$ cat config.mk
export PLATFORM = sky130hd
export DESIGN_NAME = tmsc_top
export DESIGN_NICKNAME = d
export VERILOG_FILES = /design/src/hw/tmsc_pkg.sv /design/src/hw/tmsc_top.sv
export VERILOG_INCLUDE_DIRS = /design/src /design/src/hw
export SDC_FILE = /design/constraint.sdc
export NUM_CORES = 1
export LEC_CHECK = 0
export ABC_AREA = 1
export BUFFER_PORTS_ARGS = -buffer_cell sky130_fd_sc_hd__buf_4
export CORE_MARGIN = 2
export CORE_UTILIZATION = 39
export CTS_BUF_LIST = sky130_fd_sc_hd__clkbuf_16
export DETAILED_ROUTE_END_ITERATION = 10
export GPL_ROUTABILITY_DRIVEN = 0
export PLACE_DENSITY = 0.78
export SLEW_MARGIN = 10
export SYNTH_ARGS = -nofsm -noshare
export SYNTH_HDL_FRONTEND = slang
export SYNTH_SLANG_ARGS = --single-unit
$ cat constraint.sdc
create_clock -name pclk -period 1.2 [get_ports pclk]
set_input_delay 0.36 -clock pclk [delete_from_list [all_inputs] [get_ports pclk]]
set_output_delay 0.36 -clock pclk [all_outputs]
set_load 0.01 [all_outputs]
$ cat src/hw/tmsc_consts.svh
// Purpose: constants of the timer master/slave trigger control block
// Assumes: apb byte addresses, 16-bit registers in the low half of the word
// Notes:   included by the top module and the bench
`ifndef TMSC_CONSTS_SVH
`define TMSC_CONSTS_SVH
`define TMSC_ADDR_W          12
`define TMSC_OFS_CTRL_TWO    12'h004
`define TMSC_OFS_SLAVE_MODE  12'h008
`define TMSC_REG_W           16
`define TMSC_RST_CTRL_TWO    16'h0000
`define TMSC_RST_SLAVE_MODE  16'h0000
`define TMSC_MASK_CTRL_TWO   16'h00F8
`define TMSC_MASK_SLAVE_MODE 16'h007F
`define TMSC_CCDMA_BIT       3
`define TMSC_MOSEL_LSB       4
`define TMSC_MOSEL_MSB       6
`define TMSC_XORSEL_BIT      7
`define TMSC_SFSEL_LSB       0
`define TMSC_SFSEL_MSB       2
`define TMSC_REFCLR_BIT      3
`define TMSC_TSRC_LSB        4
`define TMSC_TSRC_MSB        6
`endif

$ cat src/hw/tmsc_pkg.sv
// Purpose: types of the timer master/slave trigger control block
// Assumes: field codes as in the control registers
// Notes:   constants live in tmsc_consts.svh
package tmsc_pkg;
  typedef enum logic [2:0] {
    TMSC_MM_RESET, TMSC_MM_ENABLE, TMSC_MM_UPDATE, TMSC_MM_CCPULSE,
    TMSC_MM_REF1, TMSC_MM_REF2, TMSC_MM_REF4, TMSC_MM_NONE
  } tmsc_master_sel_t;
  typedef enum logic [2:0] {
    TMSC_SM_OFF, TMSC_SM_ENC1, TMSC_SM_ENC2, TMSC_SM_ENC3,
    TMSC_SM_RESET, TMSC_SM_GATED, TMSC_SM_TRIGGER, TMSC_SM_EXTCLK
  } tmsc_slave_fn_t;
  typedef logic [15:0] tmsc_reg_t;
endpackage : tmsc_pkg

$ cat src/hw/tmsc_top.sv
// Purpose: master/slave trigger control of a general-purpose timer
// Assumes: single pclk domain, inputs synchronous to pclk, apb slave
// Notes:   counter core, filters and channels live outside this block
`timescale 1ns/1ns
`default_nettype none
`include "tmsc_consts.svh"

////////////////////////////////////////////////////////////////////////
// Functional notes
// - dma request per channel on its cc event, or on update if select set
// - master select 000 drives trigger output from counter reset
// - master select 001 drives trigger output from counter enable
// - master select 010 drives trigger output from update event
// - master select 011 drives trigger output high while any capture/compare flag is high
// - codes 100, 101, 110 follow channel 1, 2, 4 compare references
// - input one is channel one pin, or xor of pins 1..3 when select set
// - slave 000 disabled; counter clocked by internal clock when enabled
// - slave 001 counts input two edges, direction from input one level
// - slave 010 counts input one edges, direction from input two level
// - slave 011 counts edges of both inputs, direction from the other
// - slave 100 trigger rising edge resets counter and requests update
// - slave 101 counter runs while trigger high, stops while low, no reset
// - slave 110 trigger rising edge starts the counter
// - slave 111 trigger rising edges clock the counter
// - reference clear source select, 0 picks the dedicated clear input
// - trigger source: internal 0..3, edge detector, inputs 1/2, ext trigger
module tmsc_top (
  input  wire logic                    pclk,
  input  wire logic                    presetn,
  input  wire logic                    psel,
  input  wire logic                    penable,
  input  wire logic                    pwrite,
  input  wire logic [`TMSC_ADDR_W-1:0] paddr,
  input  wire logic [31:0]             pwdata,
  output var  logic [31:0]             prdata,
  output var  logic                    pready,
  output var  logic                    pslverr,
  input  wire logic                    counter_reset,
  input  wire logic                    counter_run_bit,
  input  wire logic                    update_event,
  input  wire logic [3:0]              cc_event,
  input  wire logic [3:0]              capture_compare_flag,
  input  wire logic                    chan1_compare_reference,
  input  wire logic                    chan2_compare_reference,
  input  wire logic                    chan4_compare_reference,
  input  wire logic [2:0]              channel_pins,
  input  wire logic [3:0]              internal_trigger,
  input  wire logic                    chan1_edge_detect,
  input  wire logic                    filtered_input_one,
  input  wire logic                    filtered_input_two,
  input  wire logic                    filtered_external_trigger,
  input  wire logic                    reference_clear_input,
  output var  logic                    trigger_output,
  output var  logic [3:0]              ccdma_request,
  output var  logic                    timer_input_one,
  output var  logic                    reference_clear,
  output var  logic                    count_tick,
  output var  logic                    count_down,
  output var  logic                    count_run,
  output var  logic                    slave_counter_reset,
  output var  logic                    slave_update,
  output var  logic                    slave_start
);
  import tmsc_pkg::*;

  //////////////////////////////////////////////////////////////////////
  // register state
  tmsc_reg_t   ctrl_two_q, ctrl_two_d;
  tmsc_reg_t   slave_mode_q, slave_mode_d;
  logic [31:0] prdata_q, prdata_d;
  logic        pready_q, pready_d;
  logic        pslverr_q, pslverr_d;
  logic        access;
  logic        hit_two, hit_slave;

  function automatic tmsc_reg_t reg_read(input logic [`TMSC_ADDR_W-1:0] a,
                                         input tmsc_reg_t c2,
                                         input tmsc_reg_t sm);
    tmsc_reg_t r;
    r = '0;
    if (a == `TMSC_OFS_CTRL_TWO) begin
      r = c2 & `TMSC_MASK_CTRL_TWO;
    end else if (a == `TMSC_OFS_SLAVE_MODE) begin
      r = sm & `TMSC_MASK_SLAVE_MODE;
    end
    return r;
  endfunction : reg_read

  always_comb begin
    access       = psel && penable;
    hit_two      = paddr == `TMSC_OFS_CTRL_TWO;
    hit_slave    = paddr == `TMSC_OFS_SLAVE_MODE;
    pready_d     = access && !pready_q;
    pslverr_d    = access && !pready_q && !hit_two && !hit_slave;
    prdata_d     = prdata_q;
    ctrl_two_d   = ctrl_two_q;
    slave_mode_d = slave_mode_q;
    if (access && !pready_q) begin
      prdata_d = pwrite ? 32'h0000_0000 : {16'h0000, reg_read(paddr, ctrl_two_q, slave_mode_q)};
    end
    if (access && pready_q && pwrite) begin
      if (hit_two) begin
        ctrl_two_d = pwdata[15:0] & `TMSC_MASK_CTRL_TWO;
      end
      if (hit_slave) begin
        slave_mode_d = pwdata[15:0] & `TMSC_MASK_SLAVE_MODE;
      end
    end
  end

  always_ff @(posedge pclk or negedge presetn) begin
    if (!presetn) begin
      ctrl_two_q   <= `TMSC_RST_CTRL_TWO;
      slave_mode_q <= `TMSC_RST_SLAVE_MODE;
      prdata_q     <= 32'h0000_0000;
      pready_q     <= 1'b0;
      pslverr_q    <= 1'b0;
    end else begin
      ctrl_two_q   <= ctrl_two_d;
      slave_mode_q <= slave_mode_d;
      prdata_q     <= prdata_d;
      pready_q     <= pready_d;
      pslverr_q    <= pslverr_d;
    end
  end

  assign prdata  = prdata_q;
  assign pready  = pready_q;
  assign pslverr = pslverr_q;

  //////////////////////////////////////////////////////////////////////
  // field decode
  tmsc_master_sel_t master_output_select;
  tmsc_slave_fn_t   slave_function_select;
  logic [2:0]       trigger_source_select;
  logic             trigger_input;

  always_comb begin
    master_output_select  = tmsc_master_sel_t'(ctrl_two_q[`TMSC_MOSEL_MSB:`TMSC_MOSEL_LSB]);
    slave_function_select = tmsc_slave_fn_t'(slave_mode_q[`TMSC_SFSEL_MSB:`TMSC_SFSEL_LSB]);
    trigger_source_select = slave_mode_q[`TMSC_TSRC_MSB:`TMSC_TSRC_LSB];
    unique case (trigger_source_select)
      3'h4:    trigger_input = chan1_edge_detect;
      3'h5:    trigger_input = filtered_input_one;
      3'h6:    trigger_input = filtered_input_two;
      3'h7:    trigger_input = filtered_external_trigger;
      default: trigger_input = internal_trigger[trigger_source_select[1:0]];
    endcase
  end

  //////////////////////////////////////////////////////////////////////
  // master side: trigger output, dma timing, input one, reference clear
  logic       tout_q, tout_d;
  logic [3:0] dma_q, dma_d;
  logic       in1x_q, in1x_d;
  logic       rclr_q, rclr_d;

  always_comb begin
    unique case (master_output_select)
      TMSC_MM_RESET:   tout_d = counter_reset;
      TMSC_MM_ENABLE:  tout_d = counter_run_bit;
      TMSC_MM_UPDATE:  tout_d = update_event;
      TMSC_MM_CCPULSE: tout_d = |capture_compare_flag;
      TMSC_MM_REF1:    tout_d = chan1_compare_reference;
      TMSC_MM_REF2:    tout_d = chan2_compare_reference;
      TMSC_MM_REF4:    tout_d = chan4_compare_reference;
      TMSC_MM_NONE:    tout_d = 1'b0;
    endcase
    dma_d  = ctrl_two_q[`TMSC_CCDMA_BIT] ? {4{update_event}} : cc_event;
    in1x_d = ctrl_two_q[`TMSC_XORSEL_BIT] ? ^channel_pins : channel_pins[0];
    rclr_d = slave_mode_q[`TMSC_REFCLR_BIT] ? filtered_external_trigger
                                            : reference_clear_input;
  end

  always_ff @(posedge pclk or negedge presetn) begin
    if (!presetn) begin
      tout_q <= 1'b0;
      dma_q  <= 4'h0;
      in1x_q <= 1'b0;
      rclr_q <= 1'b0;
    end else begin
      tout_q <= tout_d;
      dma_q  <= dma_d;
      in1x_q <= in1x_d;
      rclr_q <= rclr_d;
    end
  end

  assign trigger_output  = tout_q;
  assign ccdma_request   = dma_q;
  assign timer_input_one = in1x_q;
  assign reference_clear = rclr_q;

  //////////////////////////////////////////////////////////////////////
  // slave side: counting source, direction, reset, gate, start
  logic prev_trg_q, prev_in1_q, prev_in2_q;
  logic tick_q, tick_d, down_q, down_d, run_q, run_d;
  logic sreset_q, sreset_d, supd_q, supd_d, start_q, start_d;
  logic trg_rise, e1, e2;

  always_comb begin
    trg_rise = trigger_input && !prev_trg_q;
    e1       = filtered_input_one ^ prev_in1_q;
    e2       = filtered_input_two ^ prev_in2_q;
    tick_d   = 1'b0;
    down_d   = down_q;
    run_d    = counter_run_bit;
    sreset_d = 1'b0;
    supd_d   = 1'b0;
    start_d  = 1'b0;
    unique case (slave_function_select)
      TMSC_SM_OFF: begin
        tick_d = counter_run_bit;
      end
      TMSC_SM_ENC1: begin
        tick_d = counter_run_bit && e2;
        down_d = e2 ? (filtered_input_one != filtered_input_two) : down_q;
      end
      TMSC_SM_ENC2: begin
        tick_d = counter_run_bit && e1;
        down_d = e1 ? (filtered_input_one == filtered_input_two) : down_q;
      end
      TMSC_SM_ENC3: begin
        tick_d = counter_run_bit && (e1 || e2);
        if (e1) begin
          down_d = filtered_input_one == filtered_input_two;
        end else if (e2) begin
          down_d = filtered_input_one != filtered_input_two;
        end
      end
      TMSC_SM_RESET: begin
        tick_d   = counter_run_bit;
        sreset_d = trg_rise;
        supd_d   = trg_rise;
      end
      TMSC_SM_GATED: begin
        run_d  = counter_run_bit && trigger_input;
        tick_d = counter_run_bit && trigger_input;
      end
      TMSC_SM_TRIGGER: begin
        start_d = trg_rise;
        tick_d  = counter_run_bit;
      end
      TMSC_SM_EXTCLK: begin
        tick_d = counter_run_bit && trg_rise;
      end
    endcase
  end

  always_ff @(posedge pclk or negedge presetn) begin
    if (!presetn) begin
      prev_trg_q <= 1'b0;
      prev_in1_q <= 1'b0;
      prev_in2_q <= 1'b0;
      tick_q     <= 1'b0;
      down_q     <= 1'b0;
      run_q      <= 1'b0;
      sreset_q   <= 1'b0;
      supd_q     <= 1'b0;
      start_q    <= 1'b0;
    end else begin
      prev_trg_q <= trigger_input;
      prev_in1_q <= filtered_input_one;
      prev_in2_q <= filtered_input_two;
      tick_q     <= tick_d;
      down_q     <= down_d;
      run_q      <= run_d;
      sreset_q   <= sreset_d;
      supd_q     <= supd_d;
      start_q    <= start_d;
    end
  end

  assign count_tick          = tick_q;
  assign count_down          = down_q;
  assign count_run           = run_q;
  assign slave_counter_reset = sreset_q;
  assign slave_update        = supd_q;
  assign slave_start         = start_q;
endmodule : tmsc_top
`default_nettype wire

==> impl_metrics.yaml <==
yosys:
  muxShareOfSynthArea_pct: 0
  synth_top_family_by_area: "simple AND/OR/NAND/NOR gates"
  ys_types: 28
  ys_ff_latch: 37
  ys_top_cells_by_area: "dfrtp_1 (45%), nand2_1 (13%), buf_4 (9.2%)"
  synth_compound_area_share_pct: 9.884
  seq_area_frac_synth_pct: 45.15
  yosysMostFrequentCell: "nand2_1"
  synth-simple-area-share_pct: 27.09
  yosys.area.top_type: "dfrtp_1"
  syn_area_sq_um: 2051
  synth_flop_cell: "dfrtp_1"
  synthXorXnorAreaFrac_pct: 1.708
  ys_warn_count: 0
  synth_top_area_share_pct: 45.15
  async_reset_ff_share_pct: 100.0
  postSynthAreaPerCell_sq_um: 7.949
  synth_adder_area_share_pct: 0
  synthCells: 258
  synth-edff-count: 0
  yosys-top-cells-count: "nand2_1 (70), dfrtp_1 (37), inv_1 (30)"
global_routing:
  met1_usage_pct: 17.98
  grt_pass1_vias: 1679
  grt_pass1_wl_um: 7238
  grt_util_met2_pct: 27.96
  antenna_found_initial: 0
  overflow: 0
  grt_usage_pct: 15.23
  grt_max_degree: 38
  grt.busiest_layer: "met2"
  grtUsageMet3_pct: 4.028
cells_and_area:
  drive_gt1_share_pct: 41.76
  diodes: 0
  nets: 426
  area_delta_synth_final_pct: 46.86
  utilization_pct: 59.34
clocking:
  cts.sinks: 37
  clockBufferDepth: 2
  cts.clk_slew.worst_paths_ns: 0.05
  clockRootBuffer: "clkbuf_16"
  cts_tree: "built"
  cts_max_level: 2
  clk_latency_ns: 0.27
  cts_made_buffers: 5
power_and_ir_drop:
  p_int_uw: 2238
  p_per_area_nw_per_um2: 972.8
  peakVddDrop_uv: 708.8
  switchingPower_uw: 691.9
  combPwrFrac_pct: 14.4
  p_sw_share_pct: 23.62
  seqPwrFrac_pct: 44.2
  power_uw: 2930
  clkPwrFrac_pct: 41.4
  p_leak_uw: 0.001602
critical_path:
  startpoint_type: "flip-flop"
  worstPathMaxFanout: 3
  crit_path_end_kind: "flip-flop"
  crit_type: "reg -> reg"
  worstPathArrival_ns: 1.44
  cp-startpoint: "slave_mode_q[2]$_DFFE_PN0P_"
  cp.required_ns: 1.37
  reg2reg_from: "slave_mode_q[2]$_DFFE_PN0P_"
sta:
  final.setup.tns_ns: -0.1165
  setup_ws_ns: -0.07391
  fin_crit_sh_pct: 106.2
  setup_violations: 3
  clock_skew_ns: 0.005432
  finalHoldViolCount: 0
  rsz0062_at_grt: "true"
  finalCriticalPeriod_ns: 1.274
  slew_viol_final: 0
  timing.fmax_mhz: 785.0
die:
  die_h_um: 76.52
  ios: 122
  die_w_um: 76.52
  coreArea_sq_um: 5075
  initial_utilization_pct: 40.41
  die-area_sq_um: 5855
  rows: 26
route:
  routed_wl_um: 4809
  firstDrtPassIters: 4
  via_count: 1878
  via_per_inst: 4.450
  drtIter0Drc: 91
  drc: 0
  avgRoutedWirePerCell_um: 11.40
  drtAntennaViolNets: 0
hold_path:
  hp-class: "in -> async"
place:
  portBuffers: 73
  post-dp-hpwl_um: 3589
job:
  cap_violations: 0
status:
  violations: "negative setup slack"
  status: "finished, violations left"
-- cells in the final DEF, fill, tap and decap left out, drive strengths merged --
cell    netlist  routed
buf          26      89
nand2        74      74
dfrtp        37      37
inv          33      33
nor2         28      28
conb          1      24
o21ai        23      23
nand3        10      10
nor3          6       6
clkbuf        0       5
a21oi         4       4
clkinv        1       4
xnor2         3       3
o31ai         3       3
o211ai        2       2
o21bai        2       2
nor4          2       2
or2           1       1
nand4         1       1
xor2          1       1
-- path summary, 6_finish.rpt --
kind / to / slack [ns] / cells after the start
max reg2reg: count_tick$_DFF_PN0_ / -0.07 / 7
max in group asynchronous: pready$_DFF_PN0_ / 0.81 / 1
min in group pclk: prev_in1_q$_DFF_PN0_ / 0.24 / 1
max: count_tick$_DFF_PN0_ / -0.07 / 7
min reg2reg: prdata[4]$_DFFE_PN0P_ / 0.48 / 2
min: prdata[4]$_DFFE_PN0P_ / 0.05 / 1
-- logic make-up after synthesis --
logic type / Yosys count
flip-flops: 37
buffers and inverters: 60
XOR/XNOR: 4
AO/OA/AOI/OAI: 34
AND/OR/NAND/NOR: 122
other: 1
-- routing by layer --
layer / wire length [um] / vias to the layer above / share of wire, %
li1: - / 945 / -
met5: 0 / - / 0
met4: 53 / 0 / 1.1
met3: 277 / 7 / 5.8
met2: 2629 / 59 / 55
met1: 1848 / 867 / 38
-- power by group through the flow --
| stage | clock network (uW) | registers [uW] | logic (uW) |
|---|---|---|---|
| finish | 1210 | 1300 | 421 |
| global route | 1300 | 1300 | 464 |
| global placement | 0 | 1310 | 376 |
| CTS | 1240 | 1290 | 389 |
| floorplan | 0 | 1330 | 193 |
| detailed placement | 0 | 1310 | 385 |
-- cell type report --
| type | count | area, sq um |
|---|---|---|
| clock buffers | 5 | 125.1 |
| fillers | 443 | 2063 |
| clock inverters | 3 | 12.51 |
| multi-input cells | 184 | 1032 |
| inverters | 34 | 135.1 |
| flip-flops and latches | 37 | 927.1 |
| repair buffers | 89 | 691.9 |
| well taps | 70 | 87.58 |
-- stage by stage --
step                cell area [sq um]  instances  hold slack (ns)  setup slack [ns]
finish                           3012        422          0.04721          -0.07391
global route                     3012        422          0.08063           -0.1214
CTS                              2864        420          0.05630         -0.003957
detailed placement               2700        411           0.3461           -0.3091
global placement                 2700        411           0.3480           -0.2285
floorplan                        2153        281          0.06441          -0.02995
-- registers in the layout, summed over array words and instances, names as in the netlist --
register,flops
prev_in2_q,1
prev_in1_q,1
prdata,8
ctrl_two_q,5
count_down,1
count_tick,1
pready,1
ccdma_request,4
slave_start,1
prev_trg_q,1
timer_input_one,1
count_run,1
reference_clear,1
slave_mode_q,7
trigger_output,1
pslverr,1
slave_update,1
-- critical path, stage by stage (launching register included) --
cell and delay (ns):
dfrtp_1 0.41, buf_4 0.17, a21oi_1 0.23, nand2_1 0.10
nor2_1 0.10, nand2_1 0.06, nand2_1 0.05, nand2_1 0.04
-- what timing repair did --
action	4_1_cts	5_1_grt
setup endpoints to repair	9	25
gates resized for setup	5	40
hold buffers	0	0
pin swaps	1	13
setup buffers	1	2
No activity file was read; power rests on OpenSTA's default activity.
